File: config.mk
export PLATFORM = sky130hd
export DESIGN_NAME = crcu_top
export DESIGN_NICKNAME = d
export VERILOG_FILES = /design/src/hw/crcu_pkg.sv /design/src/hw/crcu_byte_step.sv /design/src/hw/crcu_top.sv
export SDC_FILE = /design/constraint.sdc
export NUM_CORES = 1
export LEC_CHECK = 0
export BUFFER_PORTS_ARGS = -buffer_cell sky130_fd_sc_hd__buf_2
export CELL_PAD_IN_SITES_DETAIL_PLACEMENT = 1
export CELL_PAD_IN_SITES_GLOBAL_PLACEMENT = 1
export CORE_MARGIN = 3
export CORE_UTILIZATION = 35
export CTS_CLUSTER_SIZE = 14
export DETAILED_ROUTE_END_ITERATION = 12
export PLACE_DENSITY_LB_ADDON = 0.12
export SYNTH_ARGS = -nofsm -noshare
export SYNTH_HDL_FRONTEND = slang
export SYNTH_SLANG_ARGS = --single-unit
File: constraint.sdc
create_clock -name clk_sys -period 8.55 [get_ports clk_sys]
set_clock_uncertainty 0.1 [all_clocks]
set_input_delay 0.4275 -clock clk_sys [delete_from_list [all_inputs] [get_ports clk_sys]]
set_output_delay 0.4275 -clock clk_sys [all_outputs]
set_load 0.01 [all_outputs]
File: src/hw/crcu_pkg.sv
// Purpose: shared constants and types of the crc calculation unit
// Assumes: byte addresses on the bus, 32-bit data
// Notes: register offsets, field positions and reset values live here
package crcu_pkg;

    // ****************************************************************
    // register map
    // ****************************************************************
    localparam int ADDR_W = 5;
    localparam logic [ADDR_W-1:0] OFF_DATA = 5'h00;
    localparam logic [ADDR_W-1:0] OFF_SCRATCH = 5'h04;
    localparam logic [ADDR_W-1:0] OFF_CTRL = 5'h08;
    localparam logic [ADDR_W-1:0] OFF_SEED = 5'h10;
    localparam logic [ADDR_W-1:0] OFF_COEFFS = 5'h14;

    // ****************************************************************
    // reset values
    // ****************************************************************
    localparam logic [31:0] DATA_RST = 32'hFFFFFFFF;
    localparam logic [31:0] SEED_RST = 32'hFFFFFFFF;
    localparam logic [31:0] COEFFS_RST = 32'h04C11DB7;
    localparam logic [7:0] SCRATCH_RST = 8'h00;

    // ****************************************************************
    // control field positions
    // ****************************************************************
    localparam int CTRL_RST_BIT = 0;
    localparam int CTRL_WIDTH_LO = 3;
    localparam int CTRL_IN_LO = 5;
    localparam int CTRL_OUT_BIT = 7;

    // ****************************************************************
    // encodings and counts
    // ****************************************************************
    localparam logic [1:0] WIDTH_32 = 2'h0;
    localparam logic [1:0] WIDTH_16 = 2'h1;
    localparam logic [1:0] WIDTH_8 = 2'h2;
    localparam logic [1:0] WIDTH_7 = 2'h3;
    localparam logic [31:0] MASK_32 = 32'hFFFFFFFF;
    localparam logic [31:0] MASK_16 = 32'h0000FFFF;
    localparam logic [31:0] MASK_8 = 32'h000000FF;
    localparam logic [31:0] MASK_7 = 32'h0000007F;
    localparam logic [4:0] TOP_32 = 5'h1F;
    localparam logic [4:0] TOP_16 = 5'h0F;
    localparam logic [4:0] TOP_8 = 5'h07;
    localparam logic [4:0] TOP_7 = 5'h06;
    localparam logic [1:0] FLIP_NONE = 2'h0;
    localparam logic [1:0] FLIP_BYTE = 2'h1;
    localparam logic [1:0] FLIP_HALF = 2'h2;
    localparam logic [1:0] FLIP_WORD = 2'h3;
    localparam logic [2:0] SIZE_BYTE = 3'h0;
    localparam logic [2:0] SIZE_HALF = 3'h1;
    localparam logic [2:0] SIZE_WORD = 3'h2;
    // cycles of computation equal bytes in the written unit
    localparam logic [2:0] CYC_WORD = 3'h4;
    localparam logic [2:0] CYC_HALF = 3'h2;
    localparam logic [2:0] CYC_BYTE = 3'h1;

    typedef enum logic {
        CRCU_IDLE = 1'b0,
        CRCU_RUN = 1'b1
    } crcu_eng_t;

endpackage

File: src/hw/crcu_byte_step.sv
// Purpose: advance a crc state by one data byte, msb first
// Assumes: coefficients sit in the low bits for narrow widths
// Notes: purely combinational, one byte per clock in the caller
`timescale 1ns/1ps
module crcu_byte_step (
    input wire logic [31:0] crc_in,
    input wire logic [7:0] byte_in,
    input wire logic [31:0] coeffs,
    input wire logic [1:0] width_sel,
    output logic [31:0] crc_out
);
    import crcu_pkg::*;

    logic [31:0] mask;
    logic [4:0] top;
    logic [31:0] acc;
    logic fb;

    // ****************************************************************
    // width decode
    // ****************************************************************
    always_comb begin
        case (width_sel)
            WIDTH_16: begin
                mask = MASK_16;
                top = TOP_16;
            end
            WIDTH_8: begin
                mask = MASK_8;
                top = TOP_8;
            end
            WIDTH_7: begin
                mask = MASK_7;
                top = TOP_7;
            end
            default: begin
                mask = MASK_32;
                top = TOP_32;
            end
        endcase
    end

    // ****************************************************************
    // bit-serial division unrolled over eight bits
    // ****************************************************************
    // masking keeps narrow results in the low bits
    always_comb begin
        acc = crc_in;
        fb = 1'b0;
        for (int i = 7; i >= 0; i--) begin
            fb = acc[top] ^ byte_in[i]; // msb of the byte first
            acc = (acc << 1) & mask;
            if (fb) begin
                acc = acc ^ (coeffs & mask);
            end
        end
        crc_out = acc;
    end
endmodule

File: src/hw/crcu_top.sv
// Purpose: crc calculation unit with its register file on ahb-lite
// Assumes: single clock clk_sys, synchronous active-high rst
// Notes: data port computes one byte per clock behind a one-entry buffer
// Overview of operation
// a data port write feeds the value into the crc with the held result
// a data port read returns the latest completed crc result
// narrow data and crc values use the low bits of the data port
// scratch register holds eight read/write bits, no effect on the crc
// scratch byte survives the control reset bit
// control bit 7 set presents the read result fully bit-reversed
// control bits 6:5 pick input reversal: none, byte, half, word
// control bits 4:3 pick crc width: 32, 16, 8 or 7 bits
// writing control bit 0 reloads the data port from the seed
// control bit 0 clears itself; writing zero does nothing
// seed register at 0x10 holds 32 bits, resets to all ones
// coefficient register at 0x14 resets to 0x04C11DB7
// software puts narrow coefficients in the low bits
// after reset data reads all ones, control and scratch read zero
// software writes zero to reserved bits
// computation takes four, two or one clocks for word, half, byte
// any seed write also loads the data port with the seed
// a second data write is taken at once while computing
// data port takes word, half and byte; others only full words
// each unit is processed msb first, one bit shift per data bit
`timescale 1ns/1ps
module crcu_top (
    input wire logic clk_sys,
    input wire logic rst,
    input wire logic hsel,
    input wire logic [31:0] haddr,
    input wire logic [1:0] htrans,
    input wire logic hwrite,
    input wire logic [2:0] hsize,
    input wire logic [31:0] hwdata,
    input wire logic hready,
    output logic hreadyout,
    output logic hresp,
    output logic [31:0] hrdata
);
    import crcu_pkg::*;

    typedef struct packed {
        crcu_eng_t eng;
        logic [31:0] crc;
        logic [31:0] work;
        logic [2:0] cnt;
        logic buf_valid;
        logic [31:0] buf_data;
        logic [2:0] buf_cnt;
        logic [7:0] scratch;
        logic output_bit_flip;
        logic [1:0] input_bit_flip;
        logic [1:0] generator_width;
        logic soft_rst;
        logic [31:0] seed;
        logic [31:0] coeffs;
        logic a_valid;
        logic a_write;
        logic [ADDR_W-1:0] a_addr;
        logic [2:0] a_size;
        logic [31:0] rdata;
    } crcu_state_t;

    crcu_state_t r;
    crcu_state_t nxt;
    logic [31:0] step_crc;
    logic blocked;
    logic dphase;
    logic wr_fire;
    logic wr_word;
    logic accept;
    logic abort;
    logic [1:0] eff_flip;
    logic [31:0] din_flip;
    logic [31:0] din_aligned;
    logic [2:0] din_cnt;
    logic [ADDR_W-1:0] rd_addr;

    // ****************************************************************
    // bit reversal helpers
    // ****************************************************************
    function automatic logic [31:0] flip_lanes(input logic [31:0] d,
                                               input logic [1:0] mode);
        logic [31:0] f;
        f = d;
        for (int i = 0; i < 32; i++) begin
            case (mode)
                FLIP_BYTE: f[i] = d[(i / 8) * 8 + 7 - (i % 8)];
                FLIP_HALF: f[i] = d[(i / 16) * 16 + 15 - (i % 16)];
                FLIP_WORD: f[i] = d[31 - i];
                default: f[i] = d[i];
            endcase
        end
        return f;
    endfunction

    // ****************************************************************
    // byte engine
    // ****************************************************************
    crcu_byte_step u_step (
        .crc_in(r.crc),
        .byte_in(r.work[31:24]),
        .coeffs(r.coeffs),
        .width_sel(r.generator_width),
        .crc_out(step_crc)
    );

    // ****************************************************************
    // bus phase decode
    // ****************************************************************
    // data port reads wait for the engine so they never see a partial crc;
    // data port writes wait only when the buffer is already taken
    assign blocked = r.a_valid && (r.a_addr == OFF_DATA) &&
        (r.a_write ? (r.eng == CRCU_RUN && r.buf_valid)
                   : (r.eng == CRCU_RUN || r.buf_valid));
    assign dphase = r.a_valid && !blocked;
    assign wr_fire = dphase && r.a_write;
    assign wr_word = r.a_size == SIZE_WORD;
    assign accept = hsel && htrans[1] && hready;
    assign abort = wr_fire && wr_word &&
        ((r.a_addr == OFF_CTRL && hwdata[CTRL_RST_BIT]) ||
         r.a_addr == OFF_SEED);
    assign hreadyout = !blocked;
    assign hresp = 1'b0; // every access answers okay
    assign hrdata = r.rdata;

    // ****************************************************************
    // input preparation
    // ****************************************************************
    // reversal never reaches past the written width
    always_comb begin
        eff_flip = r.input_bit_flip;
        if (r.a_size == SIZE_BYTE && r.input_bit_flip != FLIP_NONE) begin
            eff_flip = FLIP_BYTE;
        end else if (r.a_size == SIZE_HALF &&
                     r.input_bit_flip == FLIP_WORD) begin
            eff_flip = FLIP_HALF;
        end
        din_flip = flip_lanes(hwdata, eff_flip);
        // right-aligned unit moved to the top, first byte at [31:24]
        if (r.a_size == SIZE_BYTE) begin
            din_aligned = {din_flip[7:0], 24'h000000};
            din_cnt = CYC_BYTE;
        end else if (r.a_size == SIZE_HALF) begin
            din_aligned = {din_flip[15:0], 16'h0000};
            din_cnt = CYC_HALF;
        end else begin
            din_aligned = din_flip;
            din_cnt = CYC_WORD;
        end
    end

    // ****************************************************************
    // next state
    // ****************************************************************
    always_comb begin
        nxt = r;
        nxt.soft_rst = 1'b0; // high for one cycle only
        // engine: one byte per clock, buffer chained without a gap
        if (r.eng == CRCU_RUN) begin
            nxt.crc = step_crc;
            nxt.work = {r.work[23:0], 8'h00};
            nxt.cnt = r.cnt - 3'h1;
            if (r.cnt == 3'h1) begin
                if (r.buf_valid) begin
                    nxt.work = r.buf_data;
                    nxt.cnt = r.buf_cnt;
                    nxt.buf_valid = 1'b0;
                end else begin
                    nxt.eng = CRCU_IDLE;
                end
            end
        end
        // register writes in the data phase
        if (wr_fire) begin
            if (r.a_addr == OFF_DATA) begin
                if (nxt.eng == CRCU_IDLE) begin
                    nxt.eng = CRCU_RUN;
                    nxt.work = din_aligned;
                    nxt.cnt = din_cnt;
                end else begin
                    nxt.buf_valid = 1'b1; // no wait state
                    nxt.buf_data = din_aligned;
                    nxt.buf_cnt = din_cnt;
                end
            end else if (!wr_word) begin
                nxt.soft_rst = 1'b0; // narrow access elsewhere ignored
            end else if (r.a_addr == OFF_SCRATCH) begin
                nxt.scratch = hwdata[7:0];
            end else if (r.a_addr == OFF_CTRL) begin
                // reserved bits are dropped
                nxt.output_bit_flip = hwdata[CTRL_OUT_BIT];
                nxt.input_bit_flip = hwdata[CTRL_IN_LO +: 2];
                nxt.generator_width = hwdata[CTRL_WIDTH_LO +: 2];
                if (hwdata[CTRL_RST_BIT]) begin
                    nxt.soft_rst = 1'b1;
                    nxt.crc = r.seed; // scratch untouched
                    nxt.eng = CRCU_IDLE;
                    nxt.buf_valid = 1'b0;
                end
            end else if (r.a_addr == OFF_SEED) begin
                nxt.seed = hwdata;
                nxt.crc = hwdata;
                nxt.eng = CRCU_IDLE;
                nxt.buf_valid = 1'b0;
            end else if (r.a_addr == OFF_COEFFS) begin
                nxt.coeffs = hwdata;
            end
        end
        // address phase capture
        if (dphase) begin
            nxt.a_valid = 1'b0;
        end
        if (accept) begin
            nxt.a_valid = 1'b1;
            nxt.a_write = hwrite;
            nxt.a_addr = haddr[ADDR_W-1:0];
            nxt.a_size = hsize;
        end
        // read data is refreshed while a read waits for the engine
        rd_addr = accept ? haddr[ADDR_W-1:0] : r.a_addr;
        if ((accept && !hwrite) ||
            (r.a_valid && !r.a_write && blocked)) begin
            if (rd_addr == OFF_DATA) begin
                nxt.rdata = nxt.output_bit_flip ?
                    flip_lanes(nxt.crc, FLIP_WORD) : nxt.crc;
            end else if (rd_addr == OFF_SCRATCH) begin
                nxt.rdata = {24'h000000, nxt.scratch};
            end else if (rd_addr == OFF_CTRL) begin
                nxt.rdata = {24'h000000, nxt.output_bit_flip,
                    nxt.input_bit_flip, nxt.generator_width, 2'h0,
                    nxt.soft_rst};
            end else if (rd_addr == OFF_SEED) begin
                nxt.rdata = nxt.seed;
            end else if (rd_addr == OFF_COEFFS) begin
                nxt.rdata = nxt.coeffs;
            end else begin
                nxt.rdata = 32'h00000000; // unmapped reads zero
            end
        end
    end

    // ****************************************************************
    // state register
    // ****************************************************************
    always_ff @(posedge clk_sys) begin
        if (rst) begin
            r <= '0;
            r.crc <= DATA_RST;
            r.scratch <= SCRATCH_RST;
            r.seed <= SEED_RST;
            r.coeffs <= COEFFS_RST;
        end else begin
            r <= nxt;
        end
    end
endmodule

==> impl_metrics.json, run 1 <==
{
  "tightest_slew_ns": 1.26,
  "yosysTopAreaCell": "dfxtp_1",
  "numPortBuffers": 78,
  "numCtsBuffers": 29,
  "core_um2": 49400,
  "antenna_left": 0,
  "p_per_area_nw_per_um2": 133,
  "finalPower_mw": 2.72,
  "drtIter0Drc": 2051,
  "max_freq_mhz": 118,
  "grt_max_degree": 87,
  "rows": 81,
  "required_ns": 8.93,
  "finalCritPeriodShare_pct": 99.1,
  "die_h_um": 230,
  "yosysSeqAreaShare_pct": 25.3,
  "cts_max_level": 1,
  "yosysMostFrequentCell": "nand2_1",
  "post-place-ws_ns": -0.300,
  "relSlewSlack_pct": 15.9,
  "synth_async_sr_flop_share_pct": 0,
  "cts.clk_slew.worst_paths_ns": 0.07,
  "final_net_count": 2600,
  "ys_seq_elements": 223,
  "worst-setup-path-type": "flip-flop to flip-flop",
  "die-area_um2": 53100,
  "synth.distinct_cells": 89,
  "timing.final.setup_violations": 0,
  "drive_above_1_share_pct": 16.8,
  "grt_pass1_wl_um": 124000,
  "via_per_inst": 6.09,
  "clockRootBuffer": "clkbuf_16",
  "vias": 19574,
  "synth_cells": 2525,
  "grt_setup_unrepaired": "yes",
  "report.final.slew_viol_count": 0,
  "cts_sinks": 223,
  "ys.flop_type": "dfxtp_1",
  "hpwlAfterDp_um": 57600,
  "netlist_top_cells_count": "489 x nand2_1, 271 x nor2_1, 223 x dfxtp_1",
  "min_period_ns": 8.48,
  "crit_path_start_kind": "flip-flop",
  "synth-edff-count": 0,
  "firstDrtPassIters": 6,
  "globalRoute.totalOverflow": 0,
  "drc": 0,
  "clk_latency_ns": 0.59,
  "max-cap-violations": 0,
  "grt_pass1_vias": 19183,
  "antenna_found_initial": 1,
  "wire_per_inst_um": 25.7,
  "yosysTopAreaCellShare_pct": 25.3,
  "grt_usage_pct": 30.0,
  "synth_top_cells_by_area": "dfxtp_1 25%, nand2_1 10%, xnor2_1 8.9%",
  "syn-num-nets": 2601,
  "gp_congestion": 0.917,
  "postSynthAreaPerCell_um2": 6.98,
  "area_delta_synth_final_pct": 16.4,
  "critical_path.most_common_cell": "mux2i_1",
  "clockBufferDepth": 3,
  "cp-end-kind": "flip-flop",
  "netlist_area_um2": 17600,
  "wirelength_um": 82600,
  "p_leak_nw": 7.69,
  "final.setup.worst_slack_ns": 0.0736,
  "crit_path_top_delay_cell": "or4b_4",
  "crit_fanout": 8,
  "tns_ns": 0,
  "initial_core_util_pct": 35.7,
  "cpPeakStageDelay_ns": 0.59,
  "status": "completed",
  "ioPinCount": 108,
  "dieWidth_um": 230,
  "rrSetupSlack_ns": 0.07,
  "ys.warnings.count": 0,
  "cts_tree": "done",
  "hold_class": "primary input to flip-flop",
  "crit_arrival_ns": 8.86,
  "hold_viol": 0,
  "ir_drop_mv": 0.143
}
## power breakdown
| group | internal (mW) | total, mW | switching (mW) |
|---|---|---|---|
| logic | 0.0984 | 0.300 | 0.201 |
| registers | 1.06 | 1.07 | 0.0168 |
| clock network | 0.807 | 1.35 | 0.539 |
| total | 1.96 | 2.72 | 0.757 |
## state kept, by name (all words and copies together) (netlist names)
signal	count
hrdata	32
r	191
## cell usage in the layout, fill, tap and decap left out, types with 16 or more instances in the layout
master	n
a211oi_1	30
a21oi_1	202
a222oi_1	56
a311oi_1	20
a31oi_1	16
and2_1	16
and3_1	30
buf_2	77
buf_4	144
clkbuf_16	29
dfxtp_1	219
inv_1	18
mux2i_1	56
nand2_1	485
nand3_1	87
nand3b_1	20
nor2_1	261
nor3_1	53
o211ai_1	26
o21ai_0	58
o22ai_1	40
or2_2	20
or3_1	21
xnor2_1	167
xor2_1	40
## final timing paths
kind / endpoint / startpoint / depth (start not counted)
min: r[40] / hwrite / 3
min reg2reg: r[123] / r[123] / 2
max reg2reg: hrdata[15] / r[108] / 29
max: hrdata[15] / r[108] / 29
## area by class of cell
type / instances / area (µm²)
fill: 6182 / 28800
tap: 664 / 831
timing repair buffer: 236 / 1640
multi-input combinational: 2010 / 12400
inverter: 24 / 90.1
clock inverter: 15 / 203
antenna: 1 / 2.50
clock buffer: 39 / 833
sequential: 223 / 4470
## per-stage QoR
step | hold WS [ns] | utilization, % | cells | area (µm²)
after global placement | 0.342 | 38.2 | 3140 | 18900
after CTS | 0.00401 | 40.6 | 3202 | 20000
after global routing | 0.0160 | 41.5 | 3211 | 20500
after detailed placement | 0.352 | 38.2 | 3140 | 18900
final | 0.0325 | 41.6 | 3212 | 20500
after floorplan | 0.336 | - | 2525 | 17600
## kinds of logic (layout without fill, tap and decap cells)
family | after synthesis | count (layout) | share of synthesized area [%]
AND/OR/NAND/NOR | 1094 | 1094 | 27.6
AO/OA/AOI/OAI | 607 | 607 | 23.4
buffers and inverters | 292 | 314 | 7.11
XOR/XNOR | 228 | 228 | 11.7
flip-flops | 223 | 223 | 25.3
multiplexers | 78 | 78 | 4.67
adder cells (fa/ha/maj) | 2 | 2 | 0.142
other | 1 | 2 | 0.0213
## metal layers
| metal | wire (µm) | vias up | global-route usage (%) |
|---|---|---|---|
| li1 | - | 8885 | - |
| met5 | 0 | - | 0 |
| met4 | 3060 | 0 | 9.88 |
| met1 | 36200 | 9812 | 41.4 |
| met2 | 37400 | 742 | 48.4 |
| met3 | 5930 | 135 | 4.12 |
## repair_timing
| item | 4_1_cts | 5_1_grt |
|---|---|---|
| gates resized for setup | 20 | 75 |
| endpoints found under the hold margin | 6 | 0 |
| pin swaps | 4 | 27 |
| setup buffers | 2 | 10 |
| gates cloned | 0 | 0 |
| hold buffers | 6 | 0 |
| setup endpoints to repair | 30 | 56 |
## worst max-delay path: cells and delay by family (launching register included)
kind / cells / cell delay (ns)
mux: 3 / 0.85
compound gates: 16 / 3.64
flops: 1 / 0.42
simple gates: 7 / 2.70
buf+inv: 2 / 0.36
xor+xnor: 1 / 0.28
No activity file was read; power rests on OpenSTA's default activity.
==> run 2, diff against run 1 <==
Clock period 8.55 ns to 10.48 ns, I/O delays scaled along.
==> impl_metrics.json, run 2 (synthesized netlist as in run 1, its figures left out) <==
{
  "p_per_area_nw_per_um2": 112,
  "clockRootBuffer": "clkbuf_16",
  "p_leak_nw": 7.04,
  "grt_max_degree": 83,
  "hold_class": "primary input to flip-flop",
  "cts.clk_slew.worst_paths_ns": 0.06,
  "rows": 81,
  "grt_usage_pct": 29.3,
  "clockBufferDepth": 3,
  "relSlewSlack_pct": 19.9,
  "top_register": "r",
  "cp-end-kind": "flip-flop",
  "vias": 19200,
  "placed_area_um2": 18200,
  "cts_setup_buffers": 0,
  "rrSetupSlack_ns": 0.63,
  "finalCritPeriodShare_pct": 94.0,
  "clk_latency_ns": 0.60,
  "hold_viol": 0,
  "min_period_ns": 9.85,
  "status": "completed",
  "worst-setup-path-type": "flip-flop to flip-flop",
  "cts_resized": 0,
  "wire_per_inst_um": 26.0,
  "via_per_inst": 6.18,
  "dieWidth_um": 230,
  "diodes": 0,
  "ioPinCount": 108,
  "drive_above_1_share_pct": 10.7,
  "antenna_found_initial": 3,
  "p_clk_share_pct": 48.3,
  "tightest_slew_ns": 1.20,
  "cts_tree": "done",
  "core_um2": 49400,
  "grt_setup_unrepaired": "no",
  "crit_path_start_kind": "flip-flop",
  "final_cell_mix": "484 x nand2_1, 264 x nor2_1, 221 x dfxtp_1",
  "pwr-share-comb_pct": 10.8,
  "drc": 0,
  "switching_power_mw": 0.593,
  "cts_sinks": 223,
  "crit_arrival_ns": 10.24,
  "largest_reg_flops": 191,
  "cts_max_level": 1,
  "seqPwrFrac_pct": 40.9,
  "wirelength_um": 80900,
  "power.internal_mw": 1.55,
  "antenna_left": 0,
  "hold_start": "hsize[0]",
  "max-cap-violations": 0,
  "regArea_um2": 4470,
  "reg2reg_from": "r[108]",
  "final_net_count": 2500,
  "timing.final.setup_violations": 0,
  "hold_buffers": 0,
  "area_delta_synth_final_pct": 8.89,
  "max_freq_mhz": 102,
  "firstDrtPassIters": 8,
  "ir_drop_mv": 0.121,
  "r2r_end": "hrdata[11]",
  "hpwlAfterDp_um": 55700,
  "crit_fanout": 15,
  "report.final.slew_viol_count": 0,
  "tns_ns": 0,
  "required_ns": 10.87,
  "swShare_pct": 27.7,
  "die-area_um2": 53100,
  "fillerInstances": 6238,
  "grt_pass1_wl_um": 120000,
  "min_to": "r[32]",
  "multi_input_area_um2": 12000,
  "reg2reg_depth": 27,
  "numPortBuffers": 78,
  "globalRoute.totalOverflow": 0,
  "numCtsBuffers": 28,
  "final_common_cell": "nand2_1",
  "gp_congestion": 0.912,
  "design_area_um2": 19200,
  "drtIter0Drc": 2159,
  "grt_pass1_vias": 18914,
  "initial_core_util_pct": 35.7,
  "die_h_um": 230,
  "hold_depth": 3
}
==> run 2: changes by cell type in the layout (fill, tap and decap cells not counted), moves of 6 or more <==
cell | before | now
a211oi_1 | 30 | 37
a211oi_2 | 7 | 0
buf_4 | 144 | 59
buf_6 | 7 | 1
dlygate4sd3_1 | 6 | 0
mux2i_1 | 56 | 63
o21ai_0 | 58 | 64
xnor2_1 | 167 | 175
==> run 2: stage by stage <==
step | hold WS, ns | power (mW) | worst slack [ns] | instances | utilization (%)
finish | 0.0654 | 2.14 | 0.628 | 3106 | 38.9
global placement | 0.342 | 1.12 | 1.04 | 3058 | 36.9
global route | 0.0565 | 2.20 | 0.120 | 3106 | 38.9
floorplan | 0.336 | 1.05 | 2.33 | 2525 | -
CTS | 0.0403 | 2.15 | 0.728 | 3106 | 38.9
detailed placement | 0.349 | 1.12 | 0.769 | 3058 | 36.9
==> run 2: critical path: stages, from the launching register on <==
cell and delay [ns]:
dfxtp_2 0.54, mux2i_1 0.34, mux2i_1 0.38, mux2_2 0.45
a31oi_4 0.33, mux2_2 0.42, and2_1 0.26, mux4_2 0.60
mux2i_1 0.17, xnor2_1 0.40, nor3_1 0.09, a31o_2 0.24
or3_4 0.37, a2111oi_0 0.73, xor2_2 0.39, a21oi_1 0.12
o21ai_0 0.42, nand4_1 0.15, o31a_1 0.24, and4_1 0.24
a211o_1 0.31, mux2i_1 0.19, or4b_4 0.53, xnor2_2 0.22
a2111oi_1 0.84, nor3_1 0.15, o311ai_0 0.34, nor3b_1 0.20
==> run 2: power by group through the flow <==
stage                     Combinational, mW  Clock (mW)  Sequential [mW]
after floorplan                       0.158           0            0.888
after global placement                0.225           0            0.894
after detailed placement              0.228           0            0.894
after CTS                             0.229        1.04            0.876
after global routing                  0.247        1.08            0.877
final                                 0.232        1.03            0.876
==> run 2: layer usage <==
layer	GRT usage [%]	part of all wire [%]	routed length, µm	up-vias
met1	39.5	44	35200	9658
met2	46.2	44	35900	751
met3	7.18	8.9	7160	116
li1	-	-	-	8675
met4	8.96	3.3	2640	0
met5	0	0	0	-
==> run 2: how the worst max path moves through the flow <==
stage	from	to	depth (start not counted)
after global placement	r[108]	hrdata[11]	27
after floorplan	r[108]	hrdata[25]	31
final	r[108]	hrdata[11]	27
after global routing	r[108]	hrdata[11]	26
after CTS	r[108]	hrdata[11]	27
after detailed placement	r[108]	hrdata[11]	27
==> run 2: cell type report <==
type	count	share of cell area [%]
Sequential cell	223	23.3
Timing Repair Buffer	137	4.38
Clock buffer	41	4.27
Tap cell	664	4.33
Clock inverter	7	0.718
Multi-Input combinational cell	2010	62.5
Inverter	24	0.470
